**src/logic/lic_pkg.sv**
```systemverilog
// Package for the level interrupt controller: register map, field layout,
// reset values, source-to-level map and the carrier structs.
// Assumes one system clock and an 8-bit register port driven by the CPU core.
package lic_pkg;

	// Register offsets on the core register port
	localparam logic [7:0] LIC_OFS_LEVEL_REQUEST_STATUS = 8'hDC;
	localparam logic [7:0] LIC_OFS_LEVEL_MASK = 8'hDD;
	localparam logic [7:0] LIC_OFS_SYSTEM_MODE = 8'hDE;
	localparam logic [7:0] LIC_OFS_LEVEL_PRIORITY = 8'hFF;

	// System mode field positions
	localparam int LIC_SYM_GLOBAL_ENABLE_BIT = 0;
	localparam int LIC_SYM_FAST_ENABLE_BIT = 1;
	localparam int LIC_SYM_FAST_SEL_LO = 2;
	localparam int LIC_SYM_FAST_SEL_HI = 4;

	// Level priority field positions
	localparam int LIC_PRI_GROUP_A_BIT = 0;
	localparam int LIC_PRI_B_FIRST_BIT = 2;
	localparam int LIC_PRI_B_PAIR_BIT = 3;
	localparam int LIC_PRI_C_FIRST_BIT = 5;
	localparam int LIC_PRI_C_PAIR_BIT = 6;
	localparam int LIC_PRI_ORDER_HI_BIT = 7;
	localparam int LIC_PRI_ORDER_MID_BIT = 4;
	localparam int LIC_PRI_ORDER_LO_BIT = 1;

	// Reset values; mask, priority and fast select are undefined in hardware terms
	localparam logic [7:0] LIC_RST_LEVEL_REQUEST_STATUS = 8'h00;
	localparam logic [7:0] LIC_RST_LEVEL_MASK = 8'h00;
	localparam logic [7:0] LIC_RST_LEVEL_PRIORITY = 8'h00;
	localparam logic [2:0] LIC_RST_FAST_LEVEL_SELECT = 3'h0;
	localparam logic [7:0] LIC_RDATA_UNMAPPED = 8'h00;

	// Sources, numbered in vector order, grouped by level
	localparam int LIC_NUM_SOURCES = 26;
	localparam int LIC_NUM_LEVELS = 8;
	localparam int LIC_SRC_IDX_W = 5;
	localparam int LIC_SRC_BASE [LIC_NUM_LEVELS] = '{0, 3, 4, 6, 10, 14, 18, 22};
	localparam int LIC_SRC_COUNT [LIC_NUM_LEVELS] = '{3, 1, 2, 4, 4, 4, 4, 4};

	// Group order codes from priority bits 7, 4 and 1
	localparam logic [2:0] LIC_ORD_B_C_A = 3'h1;
	localparam logic [2:0] LIC_ORD_A_B_C = 3'h2;
	localparam logic [2:0] LIC_ORD_B_A_C = 3'h3;
	localparam logic [2:0] LIC_ORD_C_A_B = 3'h4;
	localparam logic [2:0] LIC_ORD_C_B_A = 3'h5;
	localparam logic [2:0] LIC_ORD_A_C_B = 3'h6;

	// Register access from the core
	typedef struct packed {
		logic rd;
		logic wr;
		logic [7:0] addr;
		logic [7:0] wdata;
	} lic_reg_req_type;

	// Acknowledge handed to the core
	typedef struct packed {
		logic valid;
		logic [2:0] level;
		logic [LIC_SRC_IDX_W-1:0] source;
		logic fast;
	} lic_ack_type;

endpackage : lic_pkg

```
**src/logic/lic_level_or.sv**
```systemverilog
// Per-level request gather: ORs the enabled pending sources of one level and
// names the lowest-numbered active one. Assumes sources are numbered in vector order.
`timescale 1ns/100ps
`default_nettype none

module lic_level_or #(
	parameter int SRC_W = 26,
	parameter int BASE = 0,
	parameter int COUNT = 1,
	parameter int IDX_W = 5
) (
	// Sources
	input wire logic [SRC_W-1:0] pend_in,
	input wire logic [SRC_W-1:0] en_in,
	// Result
	output logic req_out,
	output logic [IDX_W-1:0] first_out
);

	// Scan from the highest source down so the lowest active one wins
	always_comb begin
		req_out = 1'b0;
		first_out = IDX_W'(BASE);
		for (int i = BASE + COUNT - 1; i >= BASE; i--) begin
			if (pend_in[i] && en_in[i]) begin
				req_out = 1'b1;
				first_out = IDX_W'(i);
			end
		end
	end

endmodule : lic_level_or

`default_nettype wire

```
**src/logic/lic_group_arb.sv**
```systemverilog
// Arbiter for one priority group of up to three levels. Entry 0 stands
// against entries 1 and 2 together; entries 1 and 2 are then ordered as a pair.
// Assumes unused entries are held low.
`timescale 1ns/100ps
`default_nettype none

module lic_group_arb (
	// Requests of the group, lowest level first
	input wire logic [2:0] req_in,
	// 0: entry 0 above the others, 1: the others above entry 0
	input wire logic first_low_in,
	// 0: entry 1 above entry 2, 1: entry 2 above entry 1
	input wire logic pair_swap_in,
	// Result
	output logic any_out,
	output logic [1:0] pick_out
);

	logic pair_any;
	logic [1:0] pair_pick;

	// Pair ordering, then entry 0 against the pair
	always_comb begin
		pair_any = req_in[1] || req_in[2];
		if (pair_swap_in) begin
			pair_pick = req_in[2] ? 2'h2 : 2'h1;
		end else begin
			pair_pick = req_in[1] ? 2'h1 : 2'h2;
		end
		any_out = req_in[0] || pair_any;
		if (req_in[0] && (!first_low_in || !pair_any)) begin
			pick_out = 2'h0;
		end else begin
			pick_out = pair_pick;
		end
	end

endmodule : lic_group_arb

`default_nettype wire

```
**src/logic/lic_level_interrupt_controller.sv**
```systemverilog
// Level interrupt controller top: gathers 26 sources into eight levels,
// holds mask, priority and system mode registers, and hands the winning
// level to the core at the end of an instruction.
// Assumes all inputs are synchronous to ref_clk_in and the core drives the
// register port and instruction strobes as single-cycle pulses.
`timescale 1ns/100ps
`default_nettype none

// Contract
// - Level 0 takes first timer overflow, match/capture and stop wake-up; level 1 second timer.
// - Level 2 takes timer 0 requests; level 3 takes timer 1 and timer 2 requests.
// - Level 4 takes detector, watch timer, serial and I2C; level 5 both UARTs.
// - Level 6 takes port 0 pins 0-3; level 7 takes port 3 pins 4-7.
// - Every source has its own enable bit independent of level controls.
// - Reset clears global and fast enable; fast level select has no defined value.
// - Enable instruction sets global enable, disable clears it; direct writes also work.
// - Mask bit n at 0 blocks level n, at 1 lets it through.
// - Mask is undefined after reset; software initialises every bit.
// - All mask bits are readable and writable by register addressing.
// - Priority is undefined after reset; software initialises every bit.
// - Highest-priority level is served first; within a level, lowest vector first.
// - Group A is levels 0-1, B is levels 2-4, C is levels 5-7.
// - Priority bits 7, 4, 1 order groups; 001 gives B>C>A, 101 gives C>B>A.
// - Priority bit 5 orders inside group C, bit 6 orders levels 6 and 7.
// - Priority bit 0 chooses between level 0 and level 1.
// - Status bit n is 1 while a request for level n is outstanding.
// - Status register is read-only, readable any time, cleared by reset.
// - Status keeps updating while disabled; no service until globally enabled.
// - Acknowledge at instruction end only when enabled, unmasked and winning; then clear global enable.
// - Interrupt return sets the global enable again.
// - System mode bits 4-2 name the fast level, active only with fast enable set.
module lic_level_interrupt_controller (
	// Clock and reset
	input wire logic ref_clk_in,
	input wire logic resetn_in,
	// Register port from the core
	input wire lic_pkg::lic_reg_req_type reg_req_in,
	output logic [7:0] reg_rdata_out,
	// Instruction strobes from the core
	input wire logic instr_end_in,
	input wire logic enable_interrupts_instr_in,
	input wire logic disable_interrupts_instr_in,
	input wire logic interrupt_return_instr_in,
	// Interrupt sources, vector order
	input wire logic [lic_pkg::LIC_NUM_SOURCES-1:0] src_pend_in,
	input wire logic [lic_pkg::LIC_NUM_SOURCES-1:0] src_en_in,
	// Status and acknowledge to the core
	output lic_pkg::lic_ack_type ack_out,
	output logic [7:0] level_request_status_out,
	output logic global_enable_out,
	output logic int_pending_out
);

	localparam int NL = lic_pkg::LIC_NUM_LEVELS;
	localparam int IW = lic_pkg::LIC_SRC_IDX_W;

	// Register state
	logic [7:0] level_request_status;
	logic [7:0] level_mask;
	logic [7:0] level_priority;
	logic global_enable_bit;
	logic fast_enable_bit;
	logic [2:0] fast_level_select;
	logic [IW-1:0] level_first [NL];
	logic [7:0] rdata;
	lic_pkg::lic_ack_type ack;
	logic pending;

	logic [7:0] next_level_request_status;
	logic [7:0] next_level_mask;
	logic [7:0] next_level_priority;
	logic next_global_enable_bit;
	logic next_fast_enable_bit;
	logic [2:0] next_fast_level_select;
	logic [IW-1:0] next_level_first [NL];
	logic [7:0] next_rdata;
	lic_pkg::lic_ack_type next_ack;
	logic next_pending;

	// Combinational arbitration signals
	logic [7:0] live_req;
	logic [IW-1:0] live_first [NL];
	logic [7:0] eligible;
	logic [2:0] grp_any;
	logic [1:0] grp_pick [3];
	logic [2:0] order_code;
	logic [1:0] order [3];
	logic win_any;
	logic [2:0] win_level;
	logic [7:0] sym_value;

	// Per-level gather of enabled pending sources
	for (genvar g = 0; g < NL; g++) begin : gen_level
		lic_level_or #(
			.SRC_W(lic_pkg::LIC_NUM_SOURCES),
			.BASE(lic_pkg::LIC_SRC_BASE[g]),
			.COUNT(lic_pkg::LIC_SRC_COUNT[g]),
			.IDX_W(IW)
		) u_level_or (
			.pend_in(src_pend_in),
			.en_in(src_en_in),
			.req_out(live_req[g]),
			.first_out(live_first[g])
		);
	end

	// Masked levels take no part in arbitration
	assign eligible = level_request_status & level_mask;

	// Group A: levels 0 and 1
	lic_group_arb u_group_a (
		.req_in({1'b0, eligible[1], eligible[0]}),
		.first_low_in(level_priority[lic_pkg::LIC_PRI_GROUP_A_BIT]),
		.pair_swap_in(1'b0),
		.any_out(grp_any[0]),
		.pick_out(grp_pick[0])
	);

	// Group B: levels 2, 3 and 4
	lic_group_arb u_group_b (
		.req_in(eligible[4:2]),
		.first_low_in(level_priority[lic_pkg::LIC_PRI_B_FIRST_BIT]),
		.pair_swap_in(level_priority[lic_pkg::LIC_PRI_B_PAIR_BIT]),
		.any_out(grp_any[1]),
		.pick_out(grp_pick[1])
	);

	// Group C: levels 5, 6 and 7
	lic_group_arb u_group_c (
		.req_in(eligible[7:5]),
		.first_low_in(level_priority[lic_pkg::LIC_PRI_C_FIRST_BIT]),
		.pair_swap_in(level_priority[lic_pkg::LIC_PRI_C_PAIR_BIT]),
		.any_out(grp_any[2]),
		.pick_out(grp_pick[2])
	);

	// Group order from priority bits 7, 4 and 1; unused codes fall back to A>B>C
	always_comb begin
		order_code = {level_priority[lic_pkg::LIC_PRI_ORDER_HI_BIT],
			level_priority[lic_pkg::LIC_PRI_ORDER_MID_BIT],
			level_priority[lic_pkg::LIC_PRI_ORDER_LO_BIT]};
		order[0] = 2'h0;
		order[1] = 2'h1;
		order[2] = 2'h2;
		case (order_code)
			lic_pkg::LIC_ORD_B_C_A: begin
				order[0] = 2'h1;
				order[1] = 2'h2;
				order[2] = 2'h0;
			end
			lic_pkg::LIC_ORD_B_A_C: begin
				order[0] = 2'h1;
				order[1] = 2'h0;
				order[2] = 2'h2;
			end
			lic_pkg::LIC_ORD_C_A_B: begin
				order[0] = 2'h2;
				order[1] = 2'h0;
				order[2] = 2'h1;
			end
			lic_pkg::LIC_ORD_C_B_A: begin
				order[0] = 2'h2;
				order[1] = 2'h1;
				order[2] = 2'h0;
			end
			lic_pkg::LIC_ORD_A_C_B: begin
				order[0] = 2'h0;
				order[1] = 2'h2;
				order[2] = 2'h1;
			end
			default: begin
				order[0] = 2'h0;
				order[1] = 2'h1;
				order[2] = 2'h2;
			end
		endcase
	end

	// Winning level: first requesting group in order, then its pick
	always_comb begin
		win_any = 1'b0;
		win_level = 3'h0;
		for (int k = 2; k >= 0; k--) begin
			if (grp_any[order[k]]) begin
				win_any = 1'b1;
				unique case (order[k])
					2'h0: win_level = {2'h0, grp_pick[0][0]};
					2'h1: win_level = {1'b0, grp_pick[1]} + 3'h2;
					default: win_level = {1'b0, grp_pick[2]} + 3'h5;
				endcase
			end
		end
	end

	// Read image of the system mode register
	assign sym_value = {3'h0, fast_level_select, fast_enable_bit, global_enable_bit};

	// Next values of registers, status, read data and acknowledge
	always_comb begin
		next_level_request_status = live_req;
		for (int l = 0; l < NL; l++) begin
			next_level_first[l] = live_first[l];
		end
		next_level_mask = level_mask;
		next_level_priority = level_priority;
		next_global_enable_bit = global_enable_bit;
		next_fast_enable_bit = fast_enable_bit;
		next_fast_level_select = fast_level_select;
		next_rdata = rdata;
		next_ack = '0;
		next_pending = global_enable_bit && win_any;
		// Direct register writes; the status register ignores writes
		if (reg_req_in.wr) begin
			unique case (reg_req_in.addr)
				lic_pkg::LIC_OFS_LEVEL_MASK: next_level_mask = reg_req_in.wdata;
				lic_pkg::LIC_OFS_LEVEL_PRIORITY: next_level_priority = reg_req_in.wdata;
				lic_pkg::LIC_OFS_SYSTEM_MODE: begin
					next_global_enable_bit = reg_req_in.wdata[lic_pkg::LIC_SYM_GLOBAL_ENABLE_BIT];
					next_fast_enable_bit = reg_req_in.wdata[lic_pkg::LIC_SYM_FAST_ENABLE_BIT];
					next_fast_level_select =
						reg_req_in.wdata[lic_pkg::LIC_SYM_FAST_SEL_HI:lic_pkg::LIC_SYM_FAST_SEL_LO];
				end
				default: ;
			endcase
		end
		// Instruction strobes override a direct write in the same cycle
		if (enable_interrupts_instr_in || interrupt_return_instr_in) begin
			next_global_enable_bit = 1'b1;
		end
		if (disable_interrupts_instr_in) begin
			next_global_enable_bit = 1'b0;
		end
		// Acknowledge at instruction end, which disables further service
		if (instr_end_in && global_enable_bit && win_any) begin
			next_ack.valid = 1'b1;
			next_ack.level = win_level;
			next_ack.source = level_first[win_level];
			next_ack.fast = fast_enable_bit && (fast_level_select == win_level);
			next_global_enable_bit = 1'b0;
			next_pending = 1'b0;
		end
		// Read data, held between reads
		if (reg_req_in.rd) begin
			unique case (reg_req_in.addr)
				lic_pkg::LIC_OFS_LEVEL_REQUEST_STATUS: next_rdata = level_request_status;
				lic_pkg::LIC_OFS_LEVEL_MASK: next_rdata = level_mask;
				lic_pkg::LIC_OFS_SYSTEM_MODE: next_rdata = sym_value;
				lic_pkg::LIC_OFS_LEVEL_PRIORITY: next_rdata = level_priority;
				default: next_rdata = lic_pkg::LIC_RDATA_UNMAPPED;
			endcase
		end
	end

	// State registers
	always_ff @(posedge ref_clk_in or negedge resetn_in) begin
		if (!resetn_in) begin
			level_request_status <= lic_pkg::LIC_RST_LEVEL_REQUEST_STATUS;
			level_mask <= lic_pkg::LIC_RST_LEVEL_MASK;
			level_priority <= lic_pkg::LIC_RST_LEVEL_PRIORITY;
			global_enable_bit <= 1'b0;
			fast_enable_bit <= 1'b0;
			fast_level_select <= lic_pkg::LIC_RST_FAST_LEVEL_SELECT;
			for (int l = 0; l < NL; l++) begin
				level_first[l] <= '0;
			end
			rdata <= lic_pkg::LIC_RDATA_UNMAPPED;
			ack <= '0;
			pending <= 1'b0;
		end else begin
			level_request_status <= next_level_request_status;
			level_mask <= next_level_mask;
			level_priority <= next_level_priority;
			global_enable_bit <= next_global_enable_bit;
			fast_enable_bit <= next_fast_enable_bit;
			fast_level_select <= next_fast_level_select;
			for (int l = 0; l < NL; l++) begin
				level_first[l] <= next_level_first[l];
			end
			rdata <= next_rdata;
			ack <= next_ack;
			pending <= next_pending;
		end
	end

	// Outputs straight from flip-flops
	assign reg_rdata_out = rdata;
	assign ack_out = ack;
	assign level_request_status_out = level_request_status;
	assign global_enable_out = global_enable_bit;
	assign int_pending_out = pending;

endmodule : lic_level_interrupt_controller

`default_nettype wire

```
**config.mk**
```make
export PLATFORM = sky130hd
export DESIGN_NAME = lic_level_interrupt_controller
export DESIGN_NICKNAME = d
export VERILOG_FILES = /design/src/logic/lic_pkg.sv /design/src/logic/lic_level_or.sv /design/src/logic/lic_group_arb.sv /design/src/logic/lic_level_interrupt_controller.sv
export SDC_FILE = /design/constraint.sdc
export NUM_CORES = 1
export LEC_CHECK = 0
export ABC_AREA = 0
export BUFFER_PORTS_ARGS = -buffer_cell sky130_fd_sc_hd__buf_4
export CORE_MARGIN = 1
export CORE_UTILIZATION = 52
export CTS_BUF_LIST = sky130_fd_sc_hd__clkbuf_16
export DETAILED_ROUTE_END_ITERATION = 6
export PLACE_DENSITY = 0.91
export SLEW_MARGIN = 20
export SYNTH_ARGS = -nofsm -noshare
export SYNTH_HDL_FRONTEND = slang
export SYNTH_SLANG_ARGS = --single-unit
export TNS_END_PERCENT = 10
```
**constraint.sdc**
```tcl
create_clock -name ref_clk_in -period 4 [get_ports ref_clk_in]
set_input_delay 0.2 -clock ref_clk_in [delete_from_list [all_inputs] [get_ports ref_clk_in]]
set_output_delay 0.2 -clock ref_clk_in [all_outputs]
set_load 0.01 [all_outputs]
```
==> reports/metrics.yaml, run 1 <==
clock_network:
  cts-root-buf: "clkbuf_16"
  cts_sinks: 67
  clk_latency_ns: 0.33
  cts_tree: "yes"
  cts_buffer_depth: 2
  post_cts_resized: 0
  clk_pin_slew_ns: 0.05
  postCtsSetupRepairBufs: 0
  cts.hold.buffers_added: 0
  numCtsBuffers: 9
  h-tree-depth: 3
timing:
  whs_ns: -0.0422
  rsz0062_at_grt: "no"
  final.min_clock_period_ns: 3.46
  fin_setup_tns_ns: 0
  fmax_mhz: 289
  drv_slew: 0
  slew_headroom: 0.345
  max_slew.worst_pin.slew_ns: 0.979
  hold_viol: 67
  final-setup-viol-count: 0
  finClkSkew_ns: 0.00876
  finalCritPeriodShare: 0.864
die:
  ios: 104
  num_rows: 29
  die-area_um2: 7270
  die_x_um: 85.2
  initial_core_util: 0.552
  core_area_um2: 6530
  die_y_um: 85.2
global_routing:
  grt_max_degree: 68
  grt_usage: 0.287
  grt_pass1_vias: 3338
  antenna_found_initial: 0
  grt_pass1_wl_um: 15900
  grt.overflow.total: 0
critical_path:
  r2r_setup_slack_ns: 0.54
  worst_setup_path_start_kind: "flip-flop"
  end_kind: "flip-flop"
  critPathRequiredTime_ns: 4.19
  setup.worst_path.class: "flip-flop to flip-flop"
  reg2reg_from: "level_priority[6]"
  r2r_cells: 12
  crit_start: "level_priority[6]"
  r2r_end: "ack_out[1]"
  crit_path_end: "ack_out[1]"
  crit_path_max_fanout: 9
  cp.arrival_ns: 3.65
synth:
  synth_area_um2: 3600
  ys_warn_count: 0
  syn_nets: 427
  synthCells: 350
  synthArstFlopShare: 1.00
  synth.top_cell.area_share: 0.465
  avgSynthCellArea_um2: 10.3
  synth_area_leaders: "dfrtp_1, mux2_2, mux2i_1"
  synth_top_cell_by_area: "dfrtp_1"
  synth_edf_count: 0
  seq_area_frac_synth: 0.465
  ys_types: 69
  synth-main-ff-cell: "dfrtp_1"
  ys_ff_latch: 67
placed_design:
  dp_hpwl_um: 7060
  portBuffers: 103
  routabilityCongestion: 0.923
  placed_cells_incl_taps: 522
  dpl-instance-area_um2: 4430
final_layout:
  multi_input_area_um2: 1770
  final_nets: 533
  layout.cells.most_common_list: "buf_4, dfrtp_1, nand2_1"
  final_common_cell: "buf_4"
  fill_cells: 461
  num_antenna_cells: 0
  layout-drive-gt1-share: 0.343
  fin_area_um2: 4710
  area_growth_pct: 30.7
  ff_latch_area_um2: 1680
  fin_cells: 537
pwr:
  finalPower_mw: 1.82
  vdd_drop_max_v: 0.000242
  p_per_area_nw_per_um2: 387
  p_leak_nw: 2.31
worst_hold_path:
  hold_class: "primary input to asynchronous set/reset pin"
route:
  via_count: 3362
  drtIter0Drc: 300
  drt_first_pass_iters: 5
  drcViolationCount: 0
  wl_per_cell_um: 17.8
  routed_wl_um: 9550
  vias_per_cell: 6.26
  ant_nets: 0
job:
  maxCapViolations: 0
status:
  violations: "hold timing"
  status: "finished with violations"
-- kinds of logic (layout without fill, tap and decap cells) --
group,count (synthesis),count (layout),share of synthesized area
AND/OR/NAND/NOR,110,110,0.157
AO/OA/AOI/OAI,95,95,0.205
flip-flops,67,67,0.465
multiplexers,38,38,0.117
buffers and inverters,35,145,0.0448
XOR/XNOR,3,3,0.00729
adder cells (fa/ha/maj),1,1,0.00347
other,1,1,0.00104
-- through the flow --
stage / utilization / setup slack, ns
final: 0.721 / 0.543
after global routing: 0.721 / 0.358
after CTS: 0.721 / 0.596
after detailed placement: 0.678 / 0.633
after global placement: 0.678 / 0.794
after floorplan: - / 1.02
-- area by class of cell --
type | instances | share of cell area
clock buffer | 9 | 0.0478
clock inverter | 6 | 0.0122
inverter | 23 | 0.0183
multi-input combinational | 248 | 0.375
sequential | 67 | 0.356
tap | 77 | 0.0205
timing repair buffer | 107 | 0.171
-- critical path: stages (launching register included) --
cell and delay [ns]:
dfrtp_1 0.42, a21boi_0 0.14, o221ai_1 0.52, inv_1 0.10, ha_1 0.36, nand2_1 0.09
o21ai_0 0.18, a21oi_1 0.06, a31o_2 0.22, a31o_1 0.28, nor2_2 0.33, nor4_1 0.09
or4_1 0.53
-- worst min path at each step --
stage	startpoint	endpoint	slack, ns	cells after the start
after CTS	resetn_in	reg_rdata_out[6]	0.002	1
after floorplan	resetn_in	ack_out[0]	-0.1	0
final	resetn_in	reg_rdata_out[5]	-0.04	1
after global routing	disable_interrupts_instr_in	global_enable_out	0.02	2
after detailed placement	resetn_in	reg_rdata_out[6]	0.35	1
after global placement	resetn_in	reg_rdata_out[6]	0.33	1
-- per-layer routing --
metal,wire [um],vias to the layer above,track usage
met2,4660,176,0.461
met3,694,31,0.0671
li1,-,1532,-
met5,0,-,0
met4,299,0,0.139
met1,3900,1623,0.368
-- sequential cells by signal (all words and copies together), names as in the netlist --
| register | cells |
|---|---|
| level_mask | 8 |
| level_request_status_out | 8 |
| reg_rdata_out | 8 |
| level_priority | 8 |
| fast_enable_bit | 1 |
| fast_level_select | 3 |
| level_first | 19 |
| ack_out | 10 |
| global_enable_out | 1 |
| int_pending_out | 1 |
-- power breakdown --
part           leakage [nW]  total (mW)  internal, mW  switching, mW
clock network         0.132       0.754         0.473          0.282
logic                  1.30       0.322         0.155          0.167
registers             0.873       0.748         0.712         0.0358
total                  2.31        1.82          1.34          0.484
-- synth_stat cells, types with 2 or more instances --
cell type	n
a211o_1	2
a21boi_0	2
a21oi_1	19
a221oi_1	7
a222oi_1	5
a22o_1	2
a22oi_1	11
a31oi_1	2
a32oi_1	5
and2_1	3
and3b_1	3
buf_2	3
clkbuf_1	5
dfrtp_1	67
inv_1	21
mux2_2	22
mux2i_1	15
nand2_1	31
nand2b_1	4
nand3_1	14
nor2_1	20
nor2b_1	5
nor3_1	11
nor4_1	3
o211ai_1	3
o21ai_0	7
o221ai_1	2
o22ai_1	10
or2_2	2
or3_1	2
or4b_1	2
xor2_1	3
Note: power is estimated with default switching activity, not from simulation.
==> inputs of run 2 (changes only) <==
CORE_MARGIN = 1.5   (was 1)
==> run 2 against run 1 <==
Via count increased by 1.2%. First-iteration DRC count decreased by 15%. Sequential power about the same. The run still ends with hold timing left. Register-to-register slack improved by 0.02 ns. Die area increased by 2.4%. Combinational power about the same. Global-route usage decreased by 0.98 points. Critical path type unchanged. Non-clock buffer count decreased by 1. Cell count increased by 0.56%. Critical path depth unchanged. Hold slack about the same.
==> reports/metrics.yaml, run 2 (synthesized netlist as in run 1, its figures left out) <==
status:
  status: "finished with violations"
  violations: "hold timing"
die:
  ios: 104  # unchanged
  num_rows: 30  # +3.4%
  die_y_um: 86.2  # +1.2%
  initial_core_util: 0.533  # -0.0184
  core_area_um2: 6760  # +3.4%
  die-area_um2: 7440  # +2.4%
  die_x_um: 86.2  # +1.2%
global_routing:
  use_met1: 0.368  # about the same
  antenna_found_initial: 0  # unchanged
  grtUsageMet3: 0.0552  # -0.0119
  grt_pass1_wl_um: 15900  # -0.43%
  grt-busiest-layer: "met2"
  grt.overflow.total: 0  # unchanged
  grt_usage: 0.277  # -0.00982
  grt_max_degree: 68  # unchanged
  met2_usage: 0.447  # -0.0138
  grt_pass1_vias: 3329  # -0.27%
clock_network:
  cts_tree: "yes"
  cts-root-buf: "clkbuf_16"
  h-tree-depth: 3  # unchanged
  postCtsSetupRepairBufs: 0  # unchanged
  clk_latency_ns: 0.33  # about the same
  cts_sinks: 67  # unchanged
  cts.hold.buffers_added: 0  # unchanged
  cts_buffer_depth: 2  # unchanged
  post_cts_resized: 0  # unchanged
  clk_pin_slew_ns: 0.06  # about the same
  numCtsBuffers: 9  # unchanged
timing:
  fin_setup_tns_ns: 0  # unchanged
  rsz0062_at_grt: "no"
  finClkSkew_ns: 0.00415  # -0.00462 ns
  max_slew.worst_pin.slew_ns: 0.983  # +0.00406 ns
  drv_slew: 0  # unchanged
  final.min_clock_period_ns: 3.44  # -0.0154 ns
  hold_viol: 47  # -30%
  finalCritPeriodShare: 0.860  # -0.00386
  slew_headroom: 0.343  # -0.00271
  final-setup-viol-count: 0  # unchanged
  whs_ns: -0.0419  # +0.000387 ns
  fmax_mhz: 291  # +0.45%
  setup_ws_ns: 0.559  # +0.0154 ns
placed_design:
  dpl-instance-area_um2: 4420  # about the same
  portBuffers: 103  # unchanged
  dp_hpwl_um: 7090  # +0.44%
  placed_cells_incl_taps: 524  # +0.38%
  dp_slack_ns: 0.678  # +0.0444 ns
  routabilityCongestion: 0.895  # -3.1%
pwr:
  p_per_area_nw_per_um2: 394  # +1.8%
  finalPower_mw: 1.86  # +2.1%
  vdd_drop_max_v: 0.000245  # +1.4%
  p_leak_nw: 2.31  # +0.10%
final_layout:
  regMostFlops: "level_first"
  area_growth_pct: 31.1
  layout-drive-gt1-share: 0.346  # +0.00217
  final_nets: 532  # -0.19%
  fin_cells: 540  # +0.56%
  final_common_cell: "buf_4"
  layout.cells.most_common_list: "buf_4, dfrtp_1, nand2_1"
  fin_area_um2: 4720  # +0.29%
  num_antenna_cells: 0  # unchanged
  largest_reg_flops: 19  # unchanged
worst_hold_path:
  hold_class: "primary input to asynchronous set/reset pin"
critical_path:
  critPathTopFamily: "compound AO/OA/AOI/OAI gates"
  setup.worst_path.class: "flip-flop to flip-flop"
  crit_start: "level_priority[6]"
  max_stage_delay_ns: 0.55  # +0.02 ns
  path_cells: "a21boi_0, o221ai_1, inv_1, ha_1, nand2_1, o21ai_0, a21oi_1, a31o_2, a31o_1, nor2_2, nor4_1, or4_1"
  end_kind: "flip-flop"
  cp.arrival_ns: 3.63  # -0.02 ns
  crit_slowest_cell: "or4_1"
  worst_setup_path_start_kind: "flip-flop"
  reg2reg_from: "level_priority[6]"
  crit_path_max_fanout: 9  # unchanged
  path_buf_inv: 1  # unchanged
  critPathRequiredTime_ns: 4.19  # about the same
route:
  vias_per_cell: 6.30  # +0.66%
  via_count: 3403  # +1.2%
  routed_wl_um: 9710  # +1.7%
  wl_per_cell_um: 18.0  # +1.2%
  drtIter0Drc: 256  # -15%
  drt_first_pass_iters: 5  # unchanged
  ant_nets: 0  # unchanged
  drcViolationCount: 0  # unchanged
job:
  maxCapViolations: 0  # unchanged
run 2: cell types whose count changed in the layout (fill, tap and decap cells not counted), sizes merged:
| cell | before | now |
|---|---|---|
| clkinv | 4 | 3 |
| buf | 107 | 106 |
| inv | 22 | 24 |
run 2: layer usage:
metal  wire length [um]  vias up  share of wire
met5                  0        -              0
li1                   -     1529              -
met4                178        0          0.018
met1               3920     1650           0.40
met3                715       25          0.074
met2               4900      199           0.50
run 2: cell type report:
class                   instances  area [um^2]
fillers                       492         2030
multi-input cells             248         1770
flip-flops and latches         67         1680
repair buffers                106          796
clock buffers                   9          225
well taps                      80          100
inverters                      23         86.3
clock inverters                 7         75.1
run 2: through the flow:
stage / util / hold WS (ns)
floorplan: - / -0.0956
global placement: 0.655 / 0.332
detailed placement: 0.655 / 0.347
CTS: 0.699 / 0.000415
global route: 0.699 / 0.0276
finish: 0.699 / -0.0419
run 2: final timing paths:
| path | to | slack, ns | cells past startpoint |
|---|---|---|---|
| setup / recovery | ack_out[1] | 0.56 | 12 |
| hold / removal | reg_rdata_out[5] | -0.04 | 1 |
| setup reg to reg | ack_out[1] | 0.56 | 12 |
| hold reg to reg | reg_rdata_out[2] | 0.53 | 2 |
| max in group asynchronous | global_enable_out | 3.49 | 1 |
| min in group ref_clk_in | global_enable_out | 0.03 | 2 |
run 2: worst register-to-register path, cell delays in order (launching register included):
cell and delay (ns):
dfrtp_1 0.42, a21boi_0 0.14, o221ai_1 0.48, inv_1 0.10, ha_1 0.36, nand2_1 0.09, o21ai_0 0.18, a21oi_1 0.05
a31o_2 0.21, a31o_1 0.28, nor2_2 0.32, nor4_1 0.12, or4_1 0.55
run 2: power by group:
part | switching, mW | internal [mW]
clock | 0.305 | 0.485
sequential | 0.0391 | 0.711
combinational | 0.166 | 0.154
total | 0.511 | 1.35
==> inputs of run 3 (changes only) <==
CORE_UTILIZATION = 54   (was 52)
CTS_BUF_LIST = sky130_fd_sc_hd__clkbuf_4 sky130_fd_sc_hd__clkbuf_8   (was sky130_fd_sc_hd__clkbuf_16)
PLACE_DENSITY = 0.94   (was 0.91)
==> run 3 against run 2 <==
The run ends with DRC left. Clock power down 37%. Combinational power up 2%. Critical path depth unchanged. Highest routed layer unchanged. Critical endpoint unchanged. Wire length down 3.9%. Largest cell class unchanged. Design area down 1.8%. Power down 16%. Largest power group is now sequential cells. Sequential power down 0.8%.
==> reports/metrics.yaml, run 3 (synthesized netlist as in run 1, its figures left out) <==
status:
  status: "finished with violations"
  violations: "DRC"
die:
  die_y_um: 84.7  # -1.8%
  initial_core_util: 0.564  # +0.0309
  ios: 104  # unchanged
  die-area_um2: 7170  # -3.6%
  num_rows: 29  # -3.3%
  die_x_um: 84.7  # -1.8%
  core_area_um2: 6390  # -5.5%
pwr:
  p_per_area_nw_per_um2: 338  # -14%
  p_leak_nw: 2.28  # -1.3%
  finalPower_mw: 1.57  # -16%
  vdd_drop_max_v: 0.000285  # +16%
route:
  via_count: 3376  # -0.79%
  drcViolationCount: 2  # +2
  ant_nets: 0  # unchanged
  wl_per_cell_um: 17.2  # -4.2%
  vias_per_cell: 6.23  # -1.2%
  drtIter0Drc: 291  # +14%
  routed_wl_um: 9340  # -3.9%
  drt_first_pass_iters: 7  # +2
final_layout:
  num_antenna_cells: 0  # unchanged
  final_common_cell: "buf_4"
  layout.cells.most_common_list: "buf_4, dfrtp_1, nand2_1"
  largest_reg_flops: 19  # unchanged
  fin_area_um2: 4640  # -1.8%
  area_growth_pct: 28.8
  final_nets: 537  # +0.94%
  regMostFlops: "level_first"
  layout-drive-gt1-share: 0.348  # +0.00273
clock_network:
  postCtsSetupRepairBufs: 0  # unchanged
  cts_tree: "yes"
  cts_sinks: 67  # unchanged
  clk_pin_slew_ns: 0.08  # +0.02 ns
  clk_latency_ns: 0.35  # +0.02 ns
  cts_buffer_depth: 2  # unchanged
  numCtsBuffers: 9  # unchanged
  h-tree-depth: 3  # unchanged
  cts-root-buf: "clkbuf_8"
timing:
  finalCritPeriodShare: 0.851  # -0.00958
  setup_ws_ns: 0.597  # +0.0383 ns
  drv_slew: 0  # unchanged
  hold_viol: 0  # -100%
  final-setup-viol-count: 0  # unchanged
  whs_ns: 0.0203  # +0.0621 ns
  slew_headroom: 0.365  # +0.0223
  finClkSkew_ns: 0.0129  # +0.00874 ns
  rsz0062_at_grt: "no"
  fin_setup_tns_ns: 0  # unchanged
  max_slew.worst_pin.slew_ns: 0.950  # -0.0333 ns
  fmax_mhz: 294  # +1.1%
  final.min_clock_period_ns: 3.40  # -0.0383 ns
critical_path:
  r2r_cells: 12  # unchanged
  crit_slowest_cell: "or4_1"
  end_kind: "flip-flop"
  critPathRequiredTime_ns: 4.22  # +0.03 ns
  path_depth: 12  # unchanged
  worst_setup_path_start_kind: "flip-flop"
  cp.arrival_ns: 3.62  # about the same
  path_buf_inv: 1  # unchanged
  crit_path_max_fanout: 9  # unchanged
  critPathTopFamily: "simple AND/OR/NAND/NOR gates"
  setup.worst_path.class: "flip-flop to flip-flop"
  crit_start: "level_request_status_out[6]"
  reg2reg_from: "level_request_status_out[6]"
  r2r_setup_slack_ns: 0.60  # +0.04 ns
  max_stage_delay_ns: 0.55  # about the same
  crit_path_end: "ack_out[1]"
  r2r_end: "ack_out[1]"
  path_cells: "and2_1, o221ai_1, inv_1, ha_1, nand2_1, o21ai_0, a21oi_1, a31o_2, a31o_1, nor2_2, nor4_1, or4_1"
placed_design:
  dp_hpwl_um: 7160  # +0.97%
  portBuffers: 103  # unchanged
  dpl-instance-area_um2: 4440  # +0.25%
  dp_slack_ns: 0.674  # -0.00321 ns
  routabilityCongestion: 0.949  # +6.1%
job:
  maxCapViolations: 0  # unchanged
global_routing:
  grt_pass1_wl_um: 15400  # -3.2%
  grt_usage: 0.274  # -0.00361
  grt_pass1_vias: 3267  # -1.9%
  grt.overflow.total: 0  # unchanged
  antenna_found_initial: 0  # unchanged
  grt_max_degree: 68  # unchanged
worst_hold_path:
  hold_class: "primary input to flip-flop"
run 3: power breakdown:
| part | switching [mW] | leakage [nW] | total [mW] | internal, mW |
|---|---|---|---|---|
| clock | 0.267 | 0.0857 | 0.498 | 0.231 |
| sequential | 0.0338 | 0.873 | 0.744 | 0.710 |
| combinational | 0.167 | 1.32 | 0.325 | 0.157 |
run 3: worst min path at each step:
stage,from,endpoint,slack [ns],cells after the start
finish,src_en_in[18],level_first[5],0.02,2
global placement,resetn_in,reg_rdata_out[5],0.33,1
CTS,src_en_in[18],level_first[5],0.008,2
global route,src_en_in[14],level_first[10],0.01,2
floorplan,resetn_in,ack_out[0],-0.1,0
detailed placement,resetn_in,reg_rdata_out[6],0.34,1
run 3: per-stage QoR:
stage               cells  utilization
finish                542        0.726
detailed placement    523        0.695
floorplan             350            -
CTS                   542        0.726
global placement      523        0.695
global route          542        0.726
run 3: timing repair:
item,CTS,global route
resized for setup,0,0
hold buffers,3,0
hold endpoints to repair,69,0
run 3: final cells by class:
| type | instances | area, um^2 |
|---|---|---|
| clock inverters | 6 | 42.5 |
| multi-input cells | 248 | 1770 |
| fillers | 473 | 1750 |
| well taps | 77 | 96.3 |
| inverters | 23 | 86.3 |
| repair buffers | 111 | 841 |
| clock buffers | 10 | 131 |
| flip-flops and latches | 67 | 1680 |
run 3: metal layers:
metal / track usage / part of all wire / routed length, um
met5: 0 / 0 / 0
met4: 0.120 / 0.028 / 262
met2: 0.446 / 0.49 / 4530
met3: 0.0669 / 0.082 / 762
met1: 0.348 / 0.40 / 3780
